## src/core/rbt_pkg.sv

```systemverilog
// Constants for the registered bus transceiver.
// Assumes AXI4-Lite with 32-bit data and 12-bit byte addresses.
package rbt_pkg;
    localparam int ADDR_W = 12;
    localparam int DATA_W = 32;
    localparam int LINE_W = 8;
    localparam int SYNC_STAGES = 2;

    localparam logic [ADDR_W-1:0] OFF_CTRL = 12'h000;
    localparam logic [ADDR_W-1:0] OFF_STATUS = 12'h004;
    localparam logic [ADDR_W-1:0] OFF_LINES = 12'h008;

    localparam int CTRL_B_DRIVE_POS = 0;
    localparam int CTRL_A_DRIVE_N_POS = 1;
    localparam int CTRL_A_SRC_POS = 2;
    localparam int CTRL_B_SRC_POS = 3;
    localparam int CTRL_W = 4;
    // Storage mode after reset: both buses released
    localparam logic [CTRL_W-1:0] CTRL_RESET = 4'h2;

    localparam int STAT_REG_A_POS = 0;
    localparam int STAT_REG_B_POS = 8;
    localparam int STAT_MODE_POS = 16;
    localparam int STAT_LOADED_POS = 18;
    localparam int LINES_A_POS = 0;
    localparam int LINES_B_POS = 8;

    localparam logic [1:0] RESP_OKAY = 2'h0;
    localparam logic [1:0] RESP_SLVERR = 2'h2;

    typedef enum logic [1:0] {
        RBT_B_TO_A = 2'b00,
        RBT_STORAGE = 2'b01,
        RBT_TRANSFER = 2'b10,
        RBT_A_TO_B = 2'b11
    } rbt_mode_t;
endpackage

```

## src/core/rbt_top.sv

```systemverilog
// Registered eight-bit bus transceiver between lines A and B.
// Assumes asynchronous pins, AXI4-Lite control, one clock aclk.
//
// Behaviour
// - B enable low, A enable high: both buses released, capture only.
// - B enable high, A enable low: both buses driven from selected sources.
// - Both enables high: A is input, B driven; select low makes B follow A.
// - Both enables low: B is input, A driven; select low makes A follow B.
// - Source select high routes own register, low routes opposite bus.
// - Each register loads only on a rising edge of its own clock.
// - Without a rising edge a register keeps its contents.
// - Both sides eight lines wide; registers and paths eight bits.
// - Inverting variant drives complement of selected data.
// - A driven from live B; B register edge captures live B value.
// - B driven from B register; A register edge captures it.
// - A driven from A register; B register captures it; both edges exchange.
// - Select of an undriven bus has no effect.
// - A register takes B pins; B register takes A pins.
// - A driven while A enable low; B driven while B enable high.
//
// The AXI4-Lite interface to the registers and the address map were decided locally.
`timescale 1ns/1ps
`default_nettype none
module rbt_top #(
    parameter int LINE_W = rbt_pkg::LINE_W,
    parameter bit INVERT = 1'b0
) (
    input wire logic aclk,
    input wire logic aresetn,
    input wire logic [rbt_pkg::ADDR_W-1:0] s_axi_awaddr,
    input wire logic s_axi_awvalid,
    output logic s_axi_awready,
    input wire logic [rbt_pkg::DATA_W-1:0] s_axi_wdata,
    input wire logic [rbt_pkg::DATA_W/8-1:0] s_axi_wstrb,
    input wire logic s_axi_wvalid,
    output logic s_axi_wready,
    output logic [1:0] s_axi_bresp,
    output logic s_axi_bvalid,
    input wire logic s_axi_bready,
    input wire logic [rbt_pkg::ADDR_W-1:0] s_axi_araddr,
    input wire logic s_axi_arvalid,
    output logic s_axi_arready,
    output logic [rbt_pkg::DATA_W-1:0] s_axi_rdata,
    output logic [1:0] s_axi_rresp,
    output logic s_axi_rvalid,
    input wire logic s_axi_rready,
    input wire logic [LINE_W-1:0] a_side_lines_i,
    output logic [LINE_W-1:0] a_side_lines_o,
    output logic [LINE_W-1:0] a_side_lines_oe,
    input wire logic [LINE_W-1:0] b_side_lines_i,
    output logic [LINE_W-1:0] b_side_lines_o,
    output logic [LINE_W-1:0] b_side_lines_oe,
    input wire logic reg_a_capture_clock,
    input wire logic reg_b_capture_clock
);
    localparam int SW = 2 * LINE_W + 2;

    function automatic logic reg_hit(input logic [rbt_pkg::ADDR_W-1:0] addr,
                                     input logic [rbt_pkg::ADDR_W-1:0] off);
        reg_hit = (addr[rbt_pkg::ADDR_W-1:2] == off[rbt_pkg::ADDR_W-1:2]);
    endfunction

    function automatic logic [LINE_W-1:0] drive_pol(input logic [LINE_W-1:0] d);
        drive_pol = INVERT ? ~d : d;
    endfunction

    logic [rbt_pkg::ADDR_W-1:0] wr_addr, rd_addr;
    logic [rbt_pkg::DATA_W-1:0] wr_data;
    logic [rbt_pkg::DATA_W-1:0] rd_data;
    logic [rbt_pkg::DATA_W/8-1:0] wr_strb;
    logic wr_en;
    logic wr_ok, rd_ok;
    logic [SW-1:0] sync_out;
    logic [rbt_pkg::CTRL_W-1:0] ctrl_ff;
    logic [LINE_W-1:0] a_side_capture_reg;
    logic [LINE_W-1:0] b_side_capture_reg;
    logic [1:0] clk_prev_ff;
    logic loaded_a_ff, loaded_b_ff;
    logic [LINE_W-1:0] a_out_ff, b_out_ff, a_oe_ff, b_oe_ff;
    logic [LINE_W-1:0] nxt_a_out, nxt_b_out;

    rbt_axil #(
        .ADDR_W(rbt_pkg::ADDR_W),
        .DATA_W(rbt_pkg::DATA_W)
    ) u_rbt_axil (
        .aclk(aclk),
        .aresetn(aresetn),
        .s_axi_awaddr(s_axi_awaddr),
        .s_axi_awvalid(s_axi_awvalid),
        .s_axi_awready(s_axi_awready),
        .s_axi_wdata(s_axi_wdata),
        .s_axi_wstrb(s_axi_wstrb),
        .s_axi_wvalid(s_axi_wvalid),
        .s_axi_wready(s_axi_wready),
        .s_axi_bresp(s_axi_bresp),
        .s_axi_bvalid(s_axi_bvalid),
        .s_axi_bready(s_axi_bready),
        .s_axi_araddr(s_axi_araddr),
        .s_axi_arvalid(s_axi_arvalid),
        .s_axi_arready(s_axi_arready),
        .s_axi_rdata(s_axi_rdata),
        .s_axi_rresp(s_axi_rresp),
        .s_axi_rvalid(s_axi_rvalid),
        .s_axi_rready(s_axi_rready),
        .wr_addr(wr_addr),
        .wr_data(wr_data),
        .wr_strb(wr_strb),
        .wr_en(wr_en),
        .wr_ok(wr_ok),
        .rd_addr(rd_addr),
        .rd_data(rd_data),
        .rd_ok(rd_ok)
    );

    // Pins and capture clocks are asynchronous to aclk
    rbt_sync #(
        .WIDTH(SW)
    ) u_rbt_sync (
        .aclk(aclk),
        .aresetn(aresetn),
        .async_in({reg_b_capture_clock, reg_a_capture_clock, b_side_lines_i, a_side_lines_i}),
        .sync_out(sync_out)
    );

    wire [LINE_W-1:0] a_pin_s = sync_out[LINE_W-1:0];
    wire [LINE_W-1:0] b_pin_s = sync_out[2*LINE_W-1:LINE_W];
    wire [1:0] cap_clk_s = sync_out[SW-1:2*LINE_W];

    // Control fields
    wire b_side_drive_enable = ctrl_ff[rbt_pkg::CTRL_B_DRIVE_POS];
    wire a_side_drive_enable_low = ctrl_ff[rbt_pkg::CTRL_A_DRIVE_N_POS];
    wire a_output_source_select = ctrl_ff[rbt_pkg::CTRL_A_SRC_POS];
    wire b_output_source_select = ctrl_ff[rbt_pkg::CTRL_B_SRC_POS];
    wire rbt_pkg::rbt_mode_t mode = rbt_pkg::rbt_mode_t'({b_side_drive_enable,
                                                          a_side_drive_enable_low});

    // Output enables are independent per side
    wire a_drive = !a_side_drive_enable_low;
    wire b_drive = b_side_drive_enable;

    // Level seen on each set of pins: our own drive when enabled
    wire [LINE_W-1:0] a_eff = a_oe_ff[0] ? a_out_ff : a_pin_s;
    wire [LINE_W-1:0] b_eff = b_oe_ff[0] ? b_out_ff : b_pin_s;

    // Rising edges of the synchronised capture clocks
    wire no_clock_edge_a = !(cap_clk_s[0] && !clk_prev_ff[0]);
    wire no_clock_edge_b = !(cap_clk_s[1] && !clk_prev_ff[1]);
    wire edge_a = !no_clock_edge_a;
    wire edge_b = !no_clock_edge_b;

    // Source muxes; registered output breaks the pin loop
    assign nxt_a_out = drive_pol(a_output_source_select ? a_side_capture_reg : b_eff);
    assign nxt_b_out = drive_pol(b_output_source_select ? b_side_capture_reg : a_eff);

    // Register decode
    assign wr_ok = reg_hit(wr_addr, rbt_pkg::OFF_CTRL);
    wire rd_ctrl = reg_hit(rd_addr, rbt_pkg::OFF_CTRL);
    wire rd_stat = reg_hit(rd_addr, rbt_pkg::OFF_STATUS);
    wire rd_lines = reg_hit(rd_addr, rbt_pkg::OFF_LINES);
    assign rd_ok = rd_ctrl || rd_stat || rd_lines;
    wire [rbt_pkg::DATA_W-1:0] ctrl_word = {{(rbt_pkg::DATA_W - rbt_pkg::CTRL_W){1'b0}},
                                            ctrl_ff};
    wire [rbt_pkg::DATA_W-1:0] stat_word = {{(rbt_pkg::DATA_W - SW - 2){1'b0}},
                                            loaded_b_ff, loaded_a_ff, mode,
                                            b_side_capture_reg, a_side_capture_reg};
    wire [rbt_pkg::DATA_W-1:0] lines_word = {{(rbt_pkg::DATA_W - 2 * LINE_W){1'b0}},
                                             b_eff, a_eff};
    assign rd_data = rd_ctrl ? ctrl_word : (rd_stat ? stat_word : lines_word);

    always_ff @(posedge aclk) begin
        if (!aresetn) begin
            ctrl_ff <= rbt_pkg::CTRL_RESET;
        end else if (wr_en && wr_ok && wr_strb[0]) begin
            ctrl_ff <= wr_data[rbt_pkg::CTRL_W-1:0];
        end
    end

    always_ff @(posedge aclk) begin
        if (!aresetn) begin
            clk_prev_ff <= 2'h0;
            loaded_a_ff <= 1'b0;
            loaded_b_ff <= 1'b0;
        end else begin
            clk_prev_ff <= cap_clk_s;
            loaded_a_ff <= loaded_a_ff || edge_a;
            loaded_b_ff <= loaded_b_ff || edge_b;
        end
    end

    // No reset: contents stay unknown until first capture
    always_ff @(posedge aclk) begin
        if (edge_a) begin
            a_side_capture_reg <= b_eff;
        end
        if (edge_b) begin
            b_side_capture_reg <= a_eff;
        end
    end

    // Select of an undriven side only feeds a disabled output
    always_ff @(posedge aclk) begin
        if (!aresetn) begin
            a_out_ff <= '0;
            b_out_ff <= '0;
            a_oe_ff <= '0;
            b_oe_ff <= '0;
        end else begin
            a_out_ff <= nxt_a_out;
            b_out_ff <= nxt_b_out;
            a_oe_ff <= {LINE_W{a_drive}};
            b_oe_ff <= {LINE_W{b_drive}};
        end
    end

    assign a_side_lines_o = a_out_ff;
    assign b_side_lines_o = b_out_ff;
    assign a_side_lines_oe = a_oe_ff;
    assign b_side_lines_oe = b_oe_ff;
endmodule
`default_nettype wire

```

## src/core/rbt_sync.sv

```systemverilog
// Two-flop synchroniser for a group of asynchronous pin levels.
// Assumes each bit is an independent level; no word coherence.
`timescale 1ns/1ps
`default_nettype none
module rbt_sync #(
    parameter int WIDTH = 8
) (
    input wire logic aclk,
    input wire logic aresetn,
    input wire logic [WIDTH-1:0] async_in,
    output logic [WIDTH-1:0] sync_out
);
    logic [WIDTH-1:0] meta_ff;
    logic [WIDTH-1:0] sync_ff;

    always_ff @(posedge aclk) begin
        if (!aresetn) begin
            meta_ff <= '0;
            sync_ff <= '0;
        end else begin
            meta_ff <= async_in;
            sync_ff <= meta_ff;
        end
    end

    assign sync_out = sync_ff;
endmodule
`default_nettype wire

```

## src/core/rbt_axil.sv

```systemverilog
// AXI4-Lite slave front end: one write and one read in flight.
// Assumes the parent decodes held addresses combinationally.
`timescale 1ns/1ps
`default_nettype none
module rbt_axil #(
    parameter int ADDR_W = 12,
    parameter int DATA_W = 32
) (
    input wire logic aclk,
    input wire logic aresetn,
    input wire logic [ADDR_W-1:0] s_axi_awaddr,
    input wire logic s_axi_awvalid,
    output logic s_axi_awready,
    input wire logic [DATA_W-1:0] s_axi_wdata,
    input wire logic [DATA_W/8-1:0] s_axi_wstrb,
    input wire logic s_axi_wvalid,
    output logic s_axi_wready,
    output logic [1:0] s_axi_bresp,
    output logic s_axi_bvalid,
    input wire logic s_axi_bready,
    input wire logic [ADDR_W-1:0] s_axi_araddr,
    input wire logic s_axi_arvalid,
    output logic s_axi_arready,
    output logic [DATA_W-1:0] s_axi_rdata,
    output logic [1:0] s_axi_rresp,
    output logic s_axi_rvalid,
    input wire logic s_axi_rready,
    output logic [ADDR_W-1:0] wr_addr,
    output logic [DATA_W-1:0] wr_data,
    output logic [DATA_W/8-1:0] wr_strb,
    output logic wr_en,
    input wire logic wr_ok,
    output logic [ADDR_W-1:0] rd_addr,
    input wire logic [DATA_W-1:0] rd_data,
    input wire logic rd_ok
);
    logic aw_got_ff, w_got_ff, ar_got_ff, wr_en_ff;
    logic awready_ff, wready_ff, arready_ff, bvalid_ff, rvalid_ff;
    logic [ADDR_W-1:0] awaddr_ff, araddr_ff;
    logic [DATA_W-1:0] wdata_ff, rdata_ff;
    logic [DATA_W/8-1:0] wstrb_ff;
    logic [1:0] bresp_ff, rresp_ff;
    wire aw_hs = s_axi_awvalid && awready_ff;
    wire w_hs = s_axi_wvalid && wready_ff;
    wire ar_hs = s_axi_arvalid && arready_ff;
    wire wr_fire = aw_got_ff && w_got_ff && !bvalid_ff;
    wire rd_fire = ar_got_ff && !rvalid_ff;

    always_ff @(posedge aclk) begin
        if (!aresetn) begin
            aw_got_ff <= 1'b0;
            w_got_ff <= 1'b0;
            awready_ff <= 1'b0;
            wready_ff <= 1'b0;
            bvalid_ff <= 1'b0;
            bresp_ff <= 2'h0;
            wr_en_ff <= 1'b0;
            awaddr_ff <= '0;
            wdata_ff <= '0;
            wstrb_ff <= '0;
        end else begin
            // Ready drops while a write waits for its response
            awready_ff <= !aw_got_ff && !bvalid_ff && !aw_hs;
            wready_ff <= !w_got_ff && !bvalid_ff && !w_hs;
            wr_en_ff <= wr_fire;
            if (aw_hs) begin
                aw_got_ff <= 1'b1;
                awaddr_ff <= s_axi_awaddr;
            end
            if (w_hs) begin
                w_got_ff <= 1'b1;
                wdata_ff <= s_axi_wdata;
                wstrb_ff <= s_axi_wstrb;
            end
            if (wr_fire) begin
                aw_got_ff <= 1'b0;
                w_got_ff <= 1'b0;
                bvalid_ff <= 1'b1;
                bresp_ff <= wr_ok ? 2'h0 : 2'h2;
            end else if (bvalid_ff && s_axi_bready) begin
                bvalid_ff <= 1'b0;
            end
        end
    end

    always_ff @(posedge aclk) begin
        if (!aresetn) begin
            ar_got_ff <= 1'b0;
            arready_ff <= 1'b0;
            rvalid_ff <= 1'b0;
            rresp_ff <= 2'h0;
            araddr_ff <= '0;
            rdata_ff <= '0;
        end else begin
            arready_ff <= !ar_got_ff && !rvalid_ff && !ar_hs;
            if (ar_hs) begin
                ar_got_ff <= 1'b1;
                araddr_ff <= s_axi_araddr;
            end
            if (rd_fire) begin
                ar_got_ff <= 1'b0;
                rvalid_ff <= 1'b1;
                rdata_ff <= rd_ok ? rd_data : '0;
                rresp_ff <= rd_ok ? 2'h0 : 2'h2;
            end else if (rvalid_ff && s_axi_rready) begin
                rvalid_ff <= 1'b0;
            end
        end
    end

    assign s_axi_awready = awready_ff;
    assign s_axi_wready = wready_ff;
    assign s_axi_bvalid = bvalid_ff;
    assign s_axi_bresp = bresp_ff;
    assign s_axi_arready = arready_ff;
    assign s_axi_rvalid = rvalid_ff;
    assign s_axi_rdata = rdata_ff;
    assign s_axi_rresp = rresp_ff;
    assign wr_addr = awaddr_ff;
    assign wr_data = wdata_ff;
    assign wr_strb = wstrb_ff;
    assign wr_en = wr_en_ff;
    assign rd_addr = araddr_ff;
endmodule
`default_nettype wire

```

## config.mk

```make
export PLATFORM = sky130hd
export DESIGN_NAME = rbt_top
export DESIGN_NICKNAME = d
export VERILOG_FILES = /design/src/core/rbt_pkg.sv /design/src/core/rbt_top.sv /design/src/core/rbt_sync.sv /design/src/core/rbt_axil.sv
export SDC_FILE = /design/constraint.sdc
export NUM_CORES = 1
export LEC_CHECK = 0
export CORE_MARGIN = 3
export CORE_UTILIZATION = 55
export CTS_BUF_LIST = sky130_fd_sc_hd__clkbuf_4 sky130_fd_sc_hd__clkbuf_8
export CTS_CLUSTER_SIZE = 40
export DETAILED_ROUTE_END_ITERATION = 12
export DONT_BUFFER_PORTS = 1
export GPL_TIMING_DRIVEN = 0
export PLACE_DENSITY = 0.7
export SKIP_CTS_REPAIR_TIMING = 1
export SLEW_MARGIN = 10
export SYNTH_ARGS = -nofsm -noshare
export SYNTH_HDL_FRONTEND = slang
export SYNTH_SLANG_ARGS = --single-unit
export TNS_END_PERCENT = 30
```

## constraint.sdc

```tcl
create_clock -name aclk -period 3.5 [get_ports aclk]
set_input_delay 0.525 -clock aclk [delete_from_list [all_inputs] [get_ports aclk]]
set_output_delay 0.525 -clock aclk [all_outputs]
set_load 0.005 [all_outputs]
```

Word-level counts from Yosys, hierarchy flattened
Index checks and enable logic that the tools add are counted.

cells by class
  div/mod/pow operators = 0
  reductions and logical operators = 39
  $add $sub $neg = 0
  multiply operators = 0
  shifts and indexed selects = 0
  $lt $le $gt $ge = 0
  eq/ne operators = 2
  bitwise gates (word level) = 1
  multiplexer cells = 13

operators with widths
  cell                 count
  $mux 20              3
  $mux 8               4
  $logic_not 10->1     2
  $logic_and 1x1->1    18
  $logic_not 1->1      11
  $eq 10x1->1 const B  1
  $eq 10x2->1 const B  1
  $logic_or 1x1->1     4
  $mux 1               4
  $mux 2               2
  $reduce_bool 2->1    2
  $reduce_or 2->1      2
  $not 1->1            1

storage, ports and cells
  memory bits (read-only) = 0
  latch bits = 0
  register bits after elaboration = 152
  memories kept = 0
  bits of input ports = 85
  bits in writable memories = 0
  logic and storage cells = 83

Longest topological paths before layout
Gate-level depths: netlist (run 1).

  word-level depth = 4
  gate-level depth with buffers = 5
  mapped depth without buffers = 3

Hierarchy
A second synthesis (run 1) with hierarchy kept.

second synthesis, totals
  cell total of the unflattened synthesis = 733
  area, all modules = 7125.6 um2

by module, submodules not included
  module    cells each  area an instance (um2)  instances
  rbt_axil  443         4016.4                  1
  rbt_top   215         2103.3                  1
  rbt_sync  75          1006.0                  1

Least setup slack after synthesis (run 1)
OpenSTA, ideal clock, no wires.

  kind = register to register
  start point = reg, netlist name a_side_lines_oe[0]
  end point = reg u_rbt_axil.rdata_ff[0], in the netlist u_rbt_axil.s_axi_rdata[0]
  period minus slack after synthesis = 1514 ps
  setup slack = 1986 ps
  buffers on the path = 1
  stages on the path, launching flop included = 5
  data required time = 3376 ps
  data arrival time = 1390 ps
  path through = dfxtp_1 clkbuf_1 mux2_2 a211oi_1 o21ai_1

on the way
  longest elaborated chain between the ends = 4

RTL lines
  item                   line             RTL
  $mux 8                 rbt_top.sv:142   wire [LINE_W-1:0] a_eff = a_oe_ff[0] ? a_out_ff : a_pin_s;
  via a_eff[0]           rbt_top.sv:142
  $mux 20 (2 in series)  rbt_top.sv:168   assign rd_data = rd_ctrl ? ctrl_word : (rd_stat ? stat_word : lines_word);
  $mux 20                rbt_axil.sv:103  rdata_ff <= rd_ok ? rd_data : '0;
  end signal, assigned   rbt_axil.sv:103
  end, declared          rbt_axil.sv:40   logic [DATA_W-1:0] wdata_ff, rdata_ff;

The timed path passes the listed nets, and every way through them passes these cells.
A chain may end at the register's enable or synchronous reset.

Worst setup path after layout (run 1)
  start point = reg, netlist name a_side_lines_oe[0]
  end point = reg u_rbt_axil.rdata_ff[1], in the netlist u_rbt_axil.s_axi_rdata[1]

on the way
  longest elaborated chain between the ends = 4

RTL lines
  item                   line
  $mux 8                 rbt_top.sv:142
  via a_eff[1]           rbt_top.sv:142
  $mux 20 (2 in series)  rbt_top.sv:168
  $mux 20                rbt_axil.sv:103

The timed path passes the listed nets, and every way through them passes these cells.

==> results of run 1 <==
## layer usage
metal / vias up / GRT usage [%]
li1: 1668 / -
met1: 1560 / 27.1
met2: 144 / 32.4
met3: 7 / 9.16
met4: 0 / 6.03
met5: - / 0
## stage by stage
step / total power, mW / instance area (sq um)
global placement: 1.87 / 5220
floorplan: 1.82 / 5090
CTS: 3.17 / 5640
detailed placement: 1.88 / 5220
finish: 3.14 / 5640
global route: 3.27 / 5640
## area by class of cell
| type | count | share of cell area [%] |
|---|---|---|
| sequential | 134 | 50.4 |
| inverter | 1 | 0.0666 |
| tap | 108 | 2.40 |
| clock buffer | 20 | 4.88 |
| multi-input combinational | 301 | 34.2 |
| clock inverter | 12 | 2.49 |
| buffer | 55 | 5.55 |
## synth_stat cells, types with 12 or more instances
library cell	number
nand2_1	62
o211a_1	18
dfxtp_1	118
a21boi_0	29
buf_4	28
edfxtp_1	16
nand2b_1	18
mux2_2	16
clkbuf_1	26
and2_1	40
a22oi_1	12
o21ai_1	16
nand3_1	21
## final timing paths
path | slack [ps] | cells after the start | end | from
worst max-delay path | 1550 | 4 | u_rbt_axil.s_axi_rdata[1]$_SDFFE_PN0P_ | a_side_lines_oe[0]$_SDFF_PN0_
worst min-delay path | 210 | 1 | u_rbt_sync.meta_ff[7]$_SDFF_PN0_ | a_side_lines_i[7]
worst max register to register | 1550 | 4 | u_rbt_axil.s_axi_rdata[1]$_SDFFE_PN0P_ | a_side_lines_oe[0]$_SDFF_PN0_
worst min register to register | 440 | 1 | u_rbt_sync.sync_out[0]$_SDFF_PN0_ | u_rbt_sync.meta_ff[0]$_SDFF_PN0_
## cell usage in the layout, fill, tap and decap left out, types with 4 or more instances in the layout
master    instances
nor2b_1           8
clkbuf_1         26
nor3b_1           4
nand2_1          62
edfxtp_1         16
o21ai_0           4
buf_4            28
and3b_1           5
mux2_2           16
o21ai_1          16
a21boi_0         29
clkbuf_8         20
nand3_1          21
a211oi_1          4
mux2i_1           4
conb_1           14
nand4_1           5
inv_6             4
nand2b_1         18
a22oi_1          12
and2_1           40
dfxtp_1         118
nor2_1            4
o211a_1          18
## worst max-delay path, cell delays in order (launching register included)
cell and delay (ps):
dfxtp_1 520, clkbuf_1 470, mux2_2 440, a211oi_1 310
o21ai_1 90
## power by group through the flow
stage / logic, mW / registers, mW / clock network [mW]
6_report: 0.188 / 1.65 / 1.30
5_1_grt: 0.210 / 1.66 / 1.40
4_1_cts: 0.189 / 1.65 / 1.33
3_5_place_dp: 0.188 / 1.69 / 0
3_3_place_gp: 0.184 / 1.68 / 0
2_1_floorplan: 0.149 / 1.67 / 0
## kinds of logic after synthesis
kind of cell / after synthesis
AOI/OAI and AO/OA: 88
buffers and inverters: 56
DFF: 134
muxes: 20
other: 1
and+or+nand+nor: 179
==> results.json, run 1 <==
{
  "outcome": "complete, no violations",
  "synth_mux_area_share_pct": 4.37,
  "pwr-share-seq_pct": 52.6,
  "yosysTopAreaCell": "dfxtp_1",
  "setup_tns_ps": 0,
  "grt_pass1_wl_mm": 16.3,
  "slew_viol_final": 0,
  "wl_met2_mm": 4.78,
  "power_density_mw_per_mm2": 557,
  "power.internal_mw": 2.40,
  "relSlewSlack_pct": 37.6,
  "htree_levels": 4,
  "nNetsFinal": 595,
  "fill_cells": 714,
  "grt_max_degree": 17,
  "whs_ps": 212,
  "p_sw_share_pct": 23.7,
  "synth_top_family_by_area": "simple AND/OR/NAND/NOR gates",
  "combPwrFrac_pct": 6.0,
  "clock_power_share_pct": 41.4,
  "drt_wl_total_mm": 10.5,
  "min_period_ps": 1950,
  "rsz0062_at_grt": "false",
  "grt-ovfl-total": 0,
  "holdCritPathClass": "input port to register",
  "yosysTopAreaCellShare_pct": 46.9,
  "cp-end-kind": "register",
  "remaining_drc_errors": 0,
  "area_growth_pct": 11.9,
  "tightest_slew_ps": 933,
  "via_count": 3379,
  "dieArea_sq_mm": 0.0103,
  "dp.cells": 599,
  "postSynth.asyncResetShare_pct": 0,
  "wl_per_cell_um": 16.7,
  "ys_warn_count": 0,
  "leakage_nw": 2.31,
  "maxCapViolCount": 0,
  "grt_pass1_vias": 3297,
  "stdcell_count": 631,
  "startpoint_type": "register",
  "clockBufferDepth": 2,
  "dr.pass1.iters": 4,
  "top_layer": "met4",
  "drt_iter0_markers": 212,
  "avgSynthCellArea_sq_um": 10.5,
  "synth_edf_count": 16,
  "netlist_area_sq_mm": 0.00504,
  "crit_required_ps": 3810,
  "port_buffers": 0,
  "cts_tree": "done",
  "die_y_um": 102,
  "clock_latency_ps": 430,
  "synth_fa_ha_area_share_pct": 0,
  "synth-seq-cells": 134,
  "ys.flop_type": "dfxtp_1",
  "n_antenna_cell": 0,
  "root_buffer": "clkbuf_8",
  "grtUsageTotal_pct": 21.0,
  "synth_cells": 478,
  "critical_path_class": "register to register",
  "setup_ws_ps": 1550,
  "cts_buffers": 17,
  "ios": 158,
  "fmax_mhz": 514,
  "wl_met3_um": 996,
  "place_ws_ps": 1540,
  "final-setup-viol-count": 0,
  "synthSimpleGateAreaFrac_pct": 20.0,
  "finClkSkew_ps": 11.3,
  "routabilityCongestion": 0.825,
  "wl_met1_mm": 4.66,
  "largest_reg_flops": 20,
  "drive_gt1_share_pct": 15.9,
  "numClockSinks": 134,
  "synth.yosys.seq_area_share_pct": 56.4,
  "report.final.hold_viol_count": 0,
  "power.net_switching_uw": 742,
  "core_area_sq_mm": 0.00881,
  "chipWidth_um": 102,
  "row_count": 34,
  "antenna_found_initial": 0,
  "fin_util_pct": 64.0,
  "synth_compound_area_share_pct": 12.9,
  "ys_types": 34,
  "start_util_pct": 57.2,
  "ir_worst_vdd_mv": 0.303,
  "clk_pin_slew_worst_paths_ps": 80,
  "arrival_ps": 2260,
  "multi_input_area_sq_mm": 0.00193,
  "ant_nets": 0,
  "final.period_utilization_pct": 55.6,
  "seq_area_sq_mm": 0.00284,
  "synth-xor-area-share_pct": 0,
  "place_hpwl_mm": 7.59,
  "synthTopCellsByArea": "dfxtp_1, edfxtp_1, and2_1, nand2_1, a21boi_0",
  "viasPerCell": 5.35,
  "critPathMaxFanout": 9
}
No activity file was read; power rests on OpenSTA's default activity.
==> run 2: changes to the inputs <==
Clock period 3.5 ns to 1.9 ns, I/O delays scaled along.
==> results.json, run 2 (synthesis results as in run 1) <==
{
  "final_area_sq_mm": 0.00597,
  "area_growth_pct": 18.5,
  "power_density_mw_per_mm2": 978,
  "fmax_mhz": 564,
  "rsz0062_at_grt": "false",
  "place_area_sq_mm": 0.00522,
  "drt_iter0_markers": 199,
  "drt_wl_total_mm": 10.9,
  "endpoint": "u_rbt_axil.s_axi_rdata[1]$_SDFFE_PN0P_",
  "routabilityCongestion": 0.825,
  "maxCapViolCount": 0,
  "grt_max_degree": 17,
  "root_buffer": "clkbuf_8",
  "violations": "negative hold slack",
  "cts_tree": "done",
  "relSlewSlack_pct": 37.2,
  "final_cell_mix": "dfxtp_1, nand2_1, and2_1",
  "whs_ps": -4.90,
  "grt-ovfl-total": 0,
  "nNetsFinal": 628,
  "chipWidth_um": 102,
  "place_hpwl_mm": 7.59,
  "start_util_pct": 57.2,
  "drive_gt1_share_pct": 15.3,
  "wl_per_cell_um": 16.4,
  "ir_worst_vdd_mv": 0.584,
  "crit_path_start": "a_side_lines_oe[0]$_SDFF_PN0_",
  "wl_met3_mm": 1.02,
  "viasPerCell": 5.27,
  "place_ws_ps": -50.8,
  "row_count": 34,
  "cts_buffers": 17,
  "finClkSkew_ps": 8.43,
  "core_area_sq_mm": 0.00881,
  "fill_cells": 697,
  "final-setup-viol-count": 0,
  "antenna_found_initial": 0,
  "dr.pass1.iters": 5,
  "n_antenna_cell": 0,
  "min_period_ps": 1770,
  "outcome": "complete, but fails checks",
  "die_y_um": 102,
  "setup_ws_ps": 128,
  "clockBufferDepth": 2,
  "mostFrequentLayoutCell": "dfxtp_1",
  "grtUsageTotal_pct": 21.0,
  "grt_pass1_wl_mm": 16.3,
  "crit_required_ps": 2210,
  "wl_met1_mm": 4.70,
  "ant_nets": 0,
  "via_count": 3502,
  "wl_met2_mm": 5.08,
  "ios": 158,
  "largest_reg_flops": 20,
  "grt_pass1_vias": 3297,
  "leakage_nw": 2.45,
  "r2r_end": "u_rbt_axil.s_axi_rdata[1]$_SDFFE_PN0P_",
  "r2r_slack_ps": 130,
  "seq_area_sq_mm": 0.00284,
  "remaining_drc_errors": 0,
  "timing.rr.start": "a_side_lines_oe[0]$_SDFF_PN0_",
  "top_layer": "met4",
  "multi_input_area_sq_mm": 0.00193,
  "clk_pin_slew_worst_paths_ps": 80,
  "arrival_ps": 2080,
  "critical_path_class": "register to register",
  "clock_latency_ps": 430,
  "power_mw": 5.84,
  "holdCritPathClass": "input port to register",
  "numClockSinks": 134,
  "final.period_utilization_pct": 93.2,
  "startpoint_type": "register",
  "port_buffers": 0,
  "report.final.hold_viol_count": 2,
  "reg2reg_depth": 4,
  "cp-end-kind": "register",
  "critPathMaxFanout": 9,
  "fin_util_pct": 67.8,
  "htree_levels": 4,
  "tightest_slew_ps": 941,
  "dieArea_sq_mm": 0.0103,
  "slew_viol_final": 0
}
-- run 2: metrics by stage --
| stage | setup TNS (ps) | instances |
|---|---|---|
| after CTS | -135 | 631 |
| after global routing | 0 | 664 |
| after detailed placement | -105 | 599 |
| final | 0 | 664 |
| after global placement | -68.3 | 599 |
| after floorplan | 0 | 491 |
-- run 2: where the power goes --
group	leakage (nW)	switching (mW)	total, mW	internal (mW)
logic	1.14	0.207	0.401	0.194
clock network	0.211	1.10	2.39	1.29
registers	1.10	0.0710	3.04	2.97
total	2.45	1.38	5.84	4.46
-- run 2: worst min-delay path by stage --
stage	from	endpoint	cells after the start
6_report	s_axi_awaddr[7]	u_rbt_axil.wr_addr[7]$_SDFFE_PN0P_	2
5_1_grt	s_axi_awaddr[7]	u_rbt_axil.wr_addr[7]$_SDFFE_PN0P_	2
4_1_cts	b_side_lines_i[3]	u_rbt_sync.meta_ff[11]$_SDFF_PN0_	1
3_5_place_dp	a_side_lines_i[4]	u_rbt_sync.meta_ff[4]$_SDFF_PN0_	1
3_3_place_gp	reg_b_capture_clock	u_rbt_sync.meta_ff[17]$_SDFF_PN0_	1
2_1_floorplan	u_rbt_sync.meta_ff[0]$_SDFF_PN0_	u_rbt_sync.sync_out[0]$_SDFF_PN0_	1
-- run 2: layout make-up --
class	count	area share [%]
flip-flops and latches	134	47.6
clock buffers	20	4.61
repair buffers	33	5.53
clock inverters	12	2.35
multi-input cells	301	32.3
inverters	1	0.0629
well taps	108	2.26
plain buffers	55	5.28
-- run 2: metal layers --
| layer | GRT usage, % | vias to the layer above |
|---|---|---|
| met1 | 27.1 | 1626 |
| met5 | 0 | - |
| met4 | 6.03 | 0 |
| met3 | 9.16 | 6 |
| li1 | - | 1735 |
| met2 | 32.4 | 135 |
-- run 2: worst max-delay path: stages (launching register included) --
cell      delay (ps)
dfxtp_1          520
clkbuf_2         330
mux2_2           410
a211oi_1         310
o21ai_1           90
